### config.mk
export PLATFORM = sky130hd
export DESIGN_NAME = ila_interrupt_latch_arbiter
export DESIGN_NICKNAME = d
export VERILOG_FILES = /design/src/ila_interrupt_latch_arbiter.v
export VERILOG_INCLUDE_DIRS = /design/src
export SDC_FILE = /design/constraint.sdc
export NUM_CORES = 1
export LEC_CHECK = 0
export BUFFER_PORTS_ARGS = -buffer_cell sky130_fd_sc_hd__buf_4
export CAP_MARGIN = 20
export CORE_MARGIN = 2
export CORE_UTILIZATION = 50
export CTS_BUF_LIST = sky130_fd_sc_hd__clkbuf_8
export CTS_CLUSTER_SIZE = 30
export DETAILED_ROUTE_END_ITERATION = 10
export MAX_ROUTING_LAYER = met4
export PLACE_DENSITY = 0.85
export SYNTH_ARGS = -nofsm -noshare
export SYNTH_HDL_FRONTEND = slang
export SYNTH_SLANG_ARGS = --single-unit
### constraint.sdc
create_clock -name mclk_i -period 4.1 [get_ports mclk_i]
set_input_delay 0.82 -clock mclk_i [delete_from_list [all_inputs] [get_ports mclk_i]]
set_output_delay 0.82 -clock mclk_i [all_outputs]
set_load 0.02 [all_outputs]
### src/ila_map.vh
`ifndef ILA_MAP_VH
`define ILA_MAP_VH
// beat counter and stack offset
`define ILA_CNT_START 3'h0
`define ILA_CNT_STEP 3'h1
`define ILA_OFF_FIRST 3'h0
// interrupt mask value out of reset
`define ILA_MASK_RST 1'b1
// bus cycle kinds shown to the core
`define ILA_CYC_NONE 2'h0
`define ILA_CYC_PUSH 2'h1
`define ILA_CYC_PULL 2'h2
`define ILA_CYC_VEC 2'h3
// stacked registers: pcl, pch, x, a, ccr (index high byte left out)
`define ILA_STACK_BYTES 3'h5
`define ILA_VECL_SEL 1'b1
`define ILA_VECH_SEL 1'b0
// code reserved for the software interrupt instruction
`define ILA_CODE_SWI 5'h00
`endif

### src/ila_interrupt_latch_arbiter.v
// Contract
// RL1: entry pushes core registers to stack and sets interrupt mask.
// RL2: return instruction pulls core registers back from stack.
// RL3: requests latched; arbitration only when interrupt processing starts.
// RL4: winner presented as fixed source code selecting vector to fetch.
// RL5: latched choice held against all others until serviced or mask clears.
// RL6: software interrupt enters regardless of mask; hardware ones maskable.
// RL7: hardware interrupt starts only at instruction boundary.
// RL8: proceed only if mask clear and source enabled; else continue.
// RL9: highest priority pending request wins at boundary.
// RL10: index high byte is never pushed on entry.
// RL11: pushes at decreasing addresses, then vector high then low read.
`timescale 1ns/1ps
`default_nettype none
`include "ila_map.vh"
module ila_interrupt_latch_arbiter #(
  parameter NSRC = 16,
  parameter CW = 5
) (
  // clock and reset
  input wire mclk_i,
  input wire reset_i,
  // peripheral sources, bit 0 highest priority
  input wire [NSRC-1:0] irq_req_i,
  input wire [NSRC-1:0] irq_en_i,
  // core status
  input wire instr_done_i,
  input wire swi_exec_i,
  input wire rti_exec_i,
  input wire cli_i,
  input wire bus_ack_i,
  // core control
  output reg busy_o,
  output reg hold_core_o,
  output reg mask_o,
  output reg [CW-1:0] vec_code_o,
  output reg [1:0] cyc_kind_o,
  output reg [2:0] stack_off_o,
  output reg vec_byte_o,
  output reg entry_done_o,
  output reg return_done_o
);
  // sequencer states
  localparam ST_IDLE = 3'h0;
  localparam ST_PUSH = 3'h1;
  localparam ST_VECH = 3'h2;
  localparam ST_VECL = 3'h3;
  localparam ST_SERV = 3'h4;
  localparam ST_PULL = 3'h5;
  reg [NSRC-1:0] pend_r;
  reg latched_r;
  reg [2:0] st_r;
  reg [2:0] st_nxt;
  reg [2:0] cnt_r;
  reg [CW-1:0] win_code;
  reg win_any;
  integer k;
  wire [NSRC-1:0] live = pend_r & irq_en_i;
  wire take_hw = instr_done_i & ~mask_o & win_any; // RL7 RL8
  wire take_sw = instr_done_i & swi_exec_i; // RL6
  wire take_rti = instr_done_i & rti_exec_i & (st_r == ST_SERV);
  wire last = (cnt_r == `ILA_STACK_BYTES - `ILA_CNT_STEP);

  // sequencer events: entry start at a boundary, then one per accepted bus beat
  wire entry_go = (st_r == ST_IDLE || (st_r == ST_SERV && !take_rti)) &&
    (take_sw || take_hw);
  wire push_ack = (st_r == ST_PUSH) && bus_ack_i;
  wire pull_ack = (st_r == ST_PULL) && bus_ack_i;
  wire vech_ack = (st_r == ST_VECH) && bus_ack_i;
  wire vecl_ack = (st_r == ST_VECL) && bus_ack_i;
  wire push_end = push_ack && last;
  wire pull_end = pull_ack && last;

  // fixed priority encoder, bit 0 wins
  always @* begin
    win_code = {CW{1'b0}};
    win_any = 1'b0;
    for (k = NSRC-1; k >= 0; k = k - 1) begin
      if (live[k]) begin
        win_code = k[CW-1:0] + {{(CW-1){1'b0}}, 1'b1}; // RL9
        win_any = 1'b1;
      end
    end
  end

  always @* begin
    st_nxt = st_r;
    case (st_r)
      ST_IDLE: begin
        if (take_sw || take_hw) begin
          st_nxt = ST_PUSH;
        end
      end
      ST_PUSH: begin
        if (bus_ack_i && last) begin
          st_nxt = ST_VECH;
        end
      end
      ST_VECH: begin
        if (bus_ack_i) begin
          st_nxt = ST_VECL; // RL11
        end
      end
      ST_VECL: begin
        if (bus_ack_i) begin
          st_nxt = ST_SERV;
        end
      end
      ST_SERV: begin
        if (take_rti) begin
          st_nxt = ST_PULL;
        end else if (take_sw || take_hw) begin
          st_nxt = ST_PUSH;
        end
      end
      ST_PULL: begin
        if (bus_ack_i && last) begin
          st_nxt = ST_IDLE; // RL2
        end
      end
      default: st_nxt = ST_IDLE;
    endcase
  end

  // sequencer state and beat counter
  always @(posedge mclk_i) begin
    if (reset_i) begin
      st_r <= ST_IDLE;
      cnt_r <= `ILA_CNT_START;
    end else begin
      st_r <= st_nxt;
      if (entry_go || take_rti) begin
        cnt_r <= `ILA_CNT_START;
      end else if (push_ack || pull_ack) begin
        cnt_r <= cnt_r + `ILA_CNT_STEP;
      end
    end
  end

  // request capture, mask and the frozen arbitration result
  always @(posedge mclk_i) begin
    if (reset_i) begin
      pend_r <= {NSRC{1'b0}};
      latched_r <= 1'b0;
      mask_o <= `ILA_MASK_RST;
      vec_code_o <= {CW{1'b0}};
    end else begin
      // requests stay latched until their level drops
      pend_r <= irq_req_i; // RL3
      if (cli_i) begin
        mask_o <= 1'b0;
        latched_r <= 1'b0; // RL5
      end
      // entry start: arbitrate once, set wins over a clear in one cycle
      if (entry_go) begin
        if (!latched_r) begin
          vec_code_o <= take_sw ? `ILA_CODE_SWI : win_code; // RL3 RL4 RL6
          latched_r <= 1'b1;
        end
        mask_o <= 1'b1; // RL1
      end
      if (pull_end) begin
        mask_o <= 1'b0; // RL2
      end
      if (vecl_ack) begin
        latched_r <= 1'b0; // RL5
      end
    end
  end

  // busy, core hold and completion pulses
  always @(posedge mclk_i) begin
    if (reset_i) begin
      busy_o <= 1'b0;
      hold_core_o <= 1'b0;
      entry_done_o <= 1'b0;
      return_done_o <= 1'b0;
    end else begin
      entry_done_o <= vecl_ack;
      return_done_o <= pull_end;
      if (entry_go || take_rti) begin
        busy_o <= 1'b1;
        hold_core_o <= 1'b1; // RL7
      end else if (vecl_ack || pull_end) begin
        busy_o <= 1'b0;
        hold_core_o <= 1'b0;
      end
    end
  end

  // bus cycle kind, stack offset and vector byte select
  always @(posedge mclk_i) begin
    if (reset_i) begin
      cyc_kind_o <= `ILA_CYC_NONE;
      stack_off_o <= `ILA_OFF_FIRST;
      vec_byte_o <= `ILA_VECH_SEL;
    end else begin
      if (entry_go) begin
        cyc_kind_o <= `ILA_CYC_PUSH; // RL1 RL10
        stack_off_o <= `ILA_OFF_FIRST;
      end
      if (take_rti) begin
        cyc_kind_o <= `ILA_CYC_PULL; // RL2
        stack_off_o <= `ILA_STACK_BYTES - `ILA_CNT_STEP;
      end
      if (push_ack) begin
        stack_off_o <= cnt_r + `ILA_CNT_STEP; // RL11
      end
      if (pull_ack) begin
        stack_off_o <= stack_off_o - `ILA_CNT_STEP;
      end
      if (push_end) begin
        cyc_kind_o <= `ILA_CYC_VEC;
        vec_byte_o <= `ILA_VECH_SEL; // RL11
      end
      if (vech_ack) begin
        vec_byte_o <= `ILA_VECL_SEL; // RL11
      end
      if (vecl_ack || pull_end) begin
        cyc_kind_o <= `ILA_CYC_NONE;
      end
    end
  end
endmodule
`default_nettype wire

# Yosys cells after proc, flatten, opt, wreduce, memory -nomap -nowiden
# Index checks and enable logic that the tools add are counted.
[word_totals]
reg_bits = 38
in_bits = 39
output_inout_bits = 16
elab_cells = 115
[classes]
addsub = 2
eq_ne = 10
mux = 57
bitwise = 8
reduce_logical = 26
[ops]
columns = ["cell", "n"]
rows = [
  ["5-bit two-way mux", 17],
  ["3-bit two-way mux", 10],
  ["1-bit two-way mux", 26],
  ["3-bit case mux with 6 select lines", 1],
  ["16-bit bitwise AND", 1],
  ["3-bit equality test, second input constant", 3],
  ["1-bit logical AND", 9],
  ["3-bit by 2-bit equality test with 1-bit output, second input constant", 2],
  ["2-bit two-way mux", 3],
  ["3-bit nonzero test", 2],
  ["2-bit OR reduction", 3],
  ["1-bit bitwise AND", 5],
  ["1-bit logical OR", 5],
  ["2-bit by 1-bit inequality test with 1-bit output, second input constant", 2],
  ["2-bit inequality test, second input constant", 2],
  ["4-bit AND reduction", 1],
  ["2-bit nonzero test", 2],
  ["4-bit nonzero test", 1],
  ["3-bit by 1-bit adder with 3-bit output, second input constant", 1],
  ["3-bit by 1-bit equality test with 1-bit output, second input constant", 1],
  ["3-bit logical NOT", 1],
  ["3-bit by 1-bit subtractor with 3-bit output, second input constant", 1],
  ["1-bit NOT", 2],
  ["2-bit AND reduction", 1],
  ["1-bit logical NOT", 1],
]

# Depth between registers and ports, before layout
[depth]
ltp_word = 24
ltp_mapped = 7
ltp_nobuf = 6

# Least setup slack after synthesis
# Ideal clock, no wire load.
[synth_timing]
path_kind = "input to register"
startpoint = "in irq_en_i[8]"
endpoint = "reg hold_core_o"
setup_ns = 0.122
arrival_time_ns = 2.265
required_time_ns = 3.978
path_slack_ns = 1.713
path_stages = 5
cell_sequence = "a22o_1 -> or4_4 -> o21ai_4 -> a21boi_2 -> a221o_1"
[synth_between]
elab_chain_len = 15
[synth_lines]
columns = ["item", "line", "text"]
rows = [
  ["start, declared", "ila_interrupt_latch_arbiter.v:25", "input wire [NSRC-1:0] irq_en_i,"],
  ["16-bit bitwise AND (*)", "ila_interrupt_latch_arbiter.v:58", "wire [NSRC-1:0] live = pend_r & irq_en_i;"],
  ["1-bit two-way mux (*) (9 in series)", "ila_interrupt_latch_arbiter.v:79", "if (live[k]) begin"],
  ["1-bit bitwise AND (*)", "ila_interrupt_latch_arbiter.v:59", "wire take_hw = instr_done_i & ~mask_o & win_any;"],
  ["1-bit logical OR (*)", "ila_interrupt_latch_arbiter.v:66", "(take_sw || take_hw);"],
  ["1-bit logical AND (*)", "ila_interrupt_latch_arbiter.v:65", "wire entry_go = (st_r == ST_IDLE || (st_r == ST_SERV && !take_rti)) &&"],
  ["1-bit logical OR (*)", "ila_interrupt_latch_arbiter.v:181", "if (entry_go || take_rti) begin"],
  ["1-bit two-way mux / 2-bit nonzero test (equally long branches)", "n/a", ""],
  ["end signal, assigned", "ila_interrupt_latch_arbiter.v:175", "hold_core_o <= 1'b0;"],
  ["end signal, assigned", "ila_interrupt_latch_arbiter.v:183", "hold_core_o <= 1'b1;"],
  ["end signal, assigned", "ila_interrupt_latch_arbiter.v:186", "hold_core_o <= 1'b0;"],
  ["end, declared", "ila_interrupt_latch_arbiter.v:34", "output reg hold_core_o,"],
]
# Every way passes the cells marked *; elsewhere a longest branch is shown, timed or not.
# A chain may end at the register's enable or synchronous reset.

# Final worst setup path
[layout_timing]
startpoint = "in irq_en_i[8]"
endpoint = "reg vec_code_o[1]"
[layout_between]
elab_chain_len = 14
[layout_lines]
columns = ["item", "line", "text"]
rows = [
  ["16-bit bitwise AND (*)", "ila_interrupt_latch_arbiter.v:58", ""],
  ["1-bit two-way mux (9 in series)", "ila_interrupt_latch_arbiter.v:79", ""],
  ["1-bit bitwise AND", "ila_interrupt_latch_arbiter.v:59", ""],
  ["1-bit logical OR", "ila_interrupt_latch_arbiter.v:66", ""],
  ["1-bit logical AND", "ila_interrupt_latch_arbiter.v:65", ""],
  ["2-bit AND reduction (no source line)", "n/a", ""],
  ["end signal, assigned", "ila_interrupt_latch_arbiter.v:146", "vec_code_o <= {CW{1'b0}};"],
  ["end signal, assigned", "ila_interrupt_latch_arbiter.v:157", "vec_code_o <= take_sw ? `ILA_CODE_SWI : win_code;"],
  ["end, declared", "ila_interrupt_latch_arbiter.v:36", "output reg [CW-1:0] vec_code_o,"],
]
# Marked as above.

==> results.sh <==
export IMPL_status="finished clean"
export IMPL_grt_antenna_before_repair=0
export IMPL_rr_startpoint="st_r[2]"
export IMPL_report_final_slew_viol_count=0
export IMPL_synth_top_cell_area_share_pct=42.2
export IMPL_num_vias=1712
export IMPL_tightest_slew_ps=813
export IMPL_synth_ff_type="dfxtp_1"
export IMPL_clock_skew_ps=5.58
export IMPL_maxCapViolations=0
export IMPL_regToRegSetupSlack_ps=1890
export IMPL_hold_path_depth=2
export IMPL_first_iter_violations=125
export IMPL_grtUsageTotal_pct=23.1
export IMPL_rr_worst_depth=5
export IMPL_cts_buffers=5
export IMPL_wire_per_inst_um=14.5
export IMPL_hold_class="flop to flop"
export IMPL_ios=55
export IMPL_dp_hpwl_um=3190
export IMPL_syn_area_um2=1800
export IMPL_yosysTopAreaCell="dfxtp_1"
export IMPL_vias_per_cell=5.69
export IMPL_setup_viol=0
export IMPL_clkLatencyLatePin_ps=290
export IMPL_synth_ff_latch_count=38
export IMPL_num_rows=21
export IMPL_synth_edff_count=0
export IMPL_diodes=0
export IMPL_clock_sinks=38
export IMPL_max_slew_margin_pct=45.4
export IMPL_finalWorstPathRequiredPeriod_ps=2330
export IMPL_rr_endpoint="stack_off_o[2]"
export IMPL_power_leakage_nw=0.960
export IMPL_postCtsSetupRepairBufs=0
export IMPL_htree_levels=2
export IMPL_path_max_fanout=6
export IMPL_netlist_instances=205
export IMPL_layout_common_cells="buf_4 (54), dfxtp_1 (38), nand2_1 (24), nor2b_1 (18), a21oi_1 (11)"
export IMPL_p_total_w=0.000833
export IMPL_dr_pass1_iters=4
export IMPL_die_width_um=64.0
export IMPL_min_to="latched_r"
export IMPL_post_route_util_pct=68.5
export IMPL_ys_types=48
export IMPL_drive_above_1_share_pct=26.7
export IMPL_grt_setup_unrepaired="no"
export IMPL_path_clk_slew_ps=70
export IMPL_period_share_pct=56.9
export IMPL_initial_core_util_pct=53.2
export IMPL_start_kind="input pin"
export IMPL_yosys_top_cells_area="dfxtp_1 (42%), nor2b_1 (6.3%), nand2_1 (5.0%), a21oi_1 (3.1%), nand4_1 (2.8%)"
export IMPL_grt_max_degree=35
export IMPL_gr_total_overflow=0
export IMPL_final_common_cell="buf_4"
export IMPL_synthArstFlopShare_pct=0
export IMPL_p_per_area_nw_per_um2=359
export IMPL_die_h_um=64.0
export IMPL_peakVddDrop_v=0.000251
export IMPL_arrival_ps=2500
export IMPL_grt_pass1_wl_um=7100
export IMPL_clk_path_buf_depth=2
export IMPL_cts_resized=0
export IMPL_dieArea_um2=4100
export IMPL_tns_ps=0
export IMPL_hold_start="latched_r"
export IMPL_gp_congestion=0.847
export IMPL_grt_pass1_vias=1610
export IMPL_ant_nets=0
export IMPL_synthesis_nets=247
export IMPL_fillCellCount=277
export IMPL_path_class="input pin to flop"
export IMPL_cts_tree="yes"
export IMPL_core_area_um2=3390
export IMPL_hold_buffers=0
export IMPL_worstPathRequired_ps=4270
export IMPL_endpoint_kind="flop"
export IMPL_yosysWarnings=0
export IMPL_nets=296
export IMPL_routed_wirelength_um=4350
export IMPL_fmax_ghz=0.429
export IMPL_yosysSeqAreaShare_pct=42.2
export IMPL_syn_avg_cell_area_um2=8.79
export IMPL_root_buffer="clkbuf_8"
export IMPL_drc=0
export IMPL_area_growth_pct=28.8
export IMPL_hold_violations=0
export IMPL_port_buffers=54
[sequential cells by signal, summed over array words and instances, names as in the netlist]
register and flops:
hold_core_o 1, st_r 3, entry_done_o 1, latched_r 1
cyc_kind_o 2, vec_byte_o 1, return_done_o 1, stack_off_o 3
cnt_r 3, vec_code_o 5, pend_r 16, mask_o 1
[per-stage QoR]
stage | worst slack, ps | area [um^2] | cells | hold slack [ps]
5_1_grt | 1660 | 2320 | 301 | 486
3_5_place_dp | 1480 | 2210 | 293 | 458
2_1_floorplan | 1710 | 1800 | 205 | 440
3_3_place_gp | 1490 | 2210 | 293 | 451
4_1_cts | 1780 | 2320 | 301 | 466
6_report | 1770 | 2320 | 301 | 466
[power by group]
group          internal (W)  total [W]  switching, W
Sequential         0.000387   0.000401     0.0000137
Combinational     0.0000665   0.000136     0.0000698
Clock              0.000170   0.000295      0.000126
[routing by layer]
layer	track usage [%]	up-vias	part of all wire (%)
met5	-	-	0
met4	11.4	0	2.0
met3	4.93	10	6.3
met2	37.8	63	47
met1	26.9	775	45
li1	-	864	-
[worst max path at each step]
stage                            from  depth (start not counted)             end  slack (ps)
after global routing          st_r[2]                          5  stack_off_o[2]        1660
final                     irq_en_i[8]                          6   vec_code_o[1]        1770
after CTS                 irq_en_i[8]                          6   vec_code_o[1]        1780
after floorplan           irq_en_i[8]                          5     hold_core_o        1710
after detailed placement  irq_en_i[8]                          6   vec_code_o[1]        1480
after global placement    irq_en_i[8]                          6   vec_code_o[1]        1490
[worst max-delay path, stage by stage]
cell and delay [ps]:
buf_4 110, a22o_1 240, or4_4 590, o2111ai_2 330, and2_1 300, o41ai_1 110
[Yosys cell counts, types with 2 or more instances]
| master | n |
|---|---|
| dfxtp_1 | 38 |
| nand2_1 | 24 |
| nor2b_1 | 18 |
| a21oi_1 | 11 |
| clkbuf_1 | 9 |
| nand4_1 | 8 |
| inv_1 | 7 |
| nor2_1 | 6 |
| o21ai_0 | 6 |
| nor4_1 | 5 |
| o211ai_1 | 5 |
| a22o_1 | 4 |
| a22oi_1 | 4 |
| a31oi_1 | 4 |
| and2_1 | 4 |
| nor3_1 | 4 |
| o41ai_1 | 4 |
| a21o_1 | 3 |
| ha_1 | 3 |
| nand3_1 | 3 |
| a221oi_1 | 2 |
| a32oi_1 | 2 |
| and3_1 | 2 |
| and3b_1 | 2 |
| buf_4 | 2 |
| o31ai_1 | 2 |
| xor2_1 | 2 |
[final cells by class]
type	instances	area (um^2)	area share [%]
Timing Repair Buffer	54	405	17.5
Tap cell	46	57.6	2.48
Clock buffer	8	110	4.74
Inverter	8	30.0	1.29
Sequential cell	38	761	32.8
Multi-Input combinational cell	147	957	41.2
[cell families (layout without fill, tap and decap cells)]
kind of cell             count (synthesis)  count (layout)  share of synthesized area [%]
adder cells (fa/ha/maj)                  3               3                           2.08
AO/OA/AOI/OAI                           61              61                           25.6
flip-flops                              38              38                           42.2
XOR/XNOR                                 3               3                           1.46
AND/OR/NAND/NOR                         79              79                           23.4
buffers and inverters                   20              70                           4.65
multiplexers                             1               1                          0.556
No activity file was read; power rests on OpenSTA's default activity.
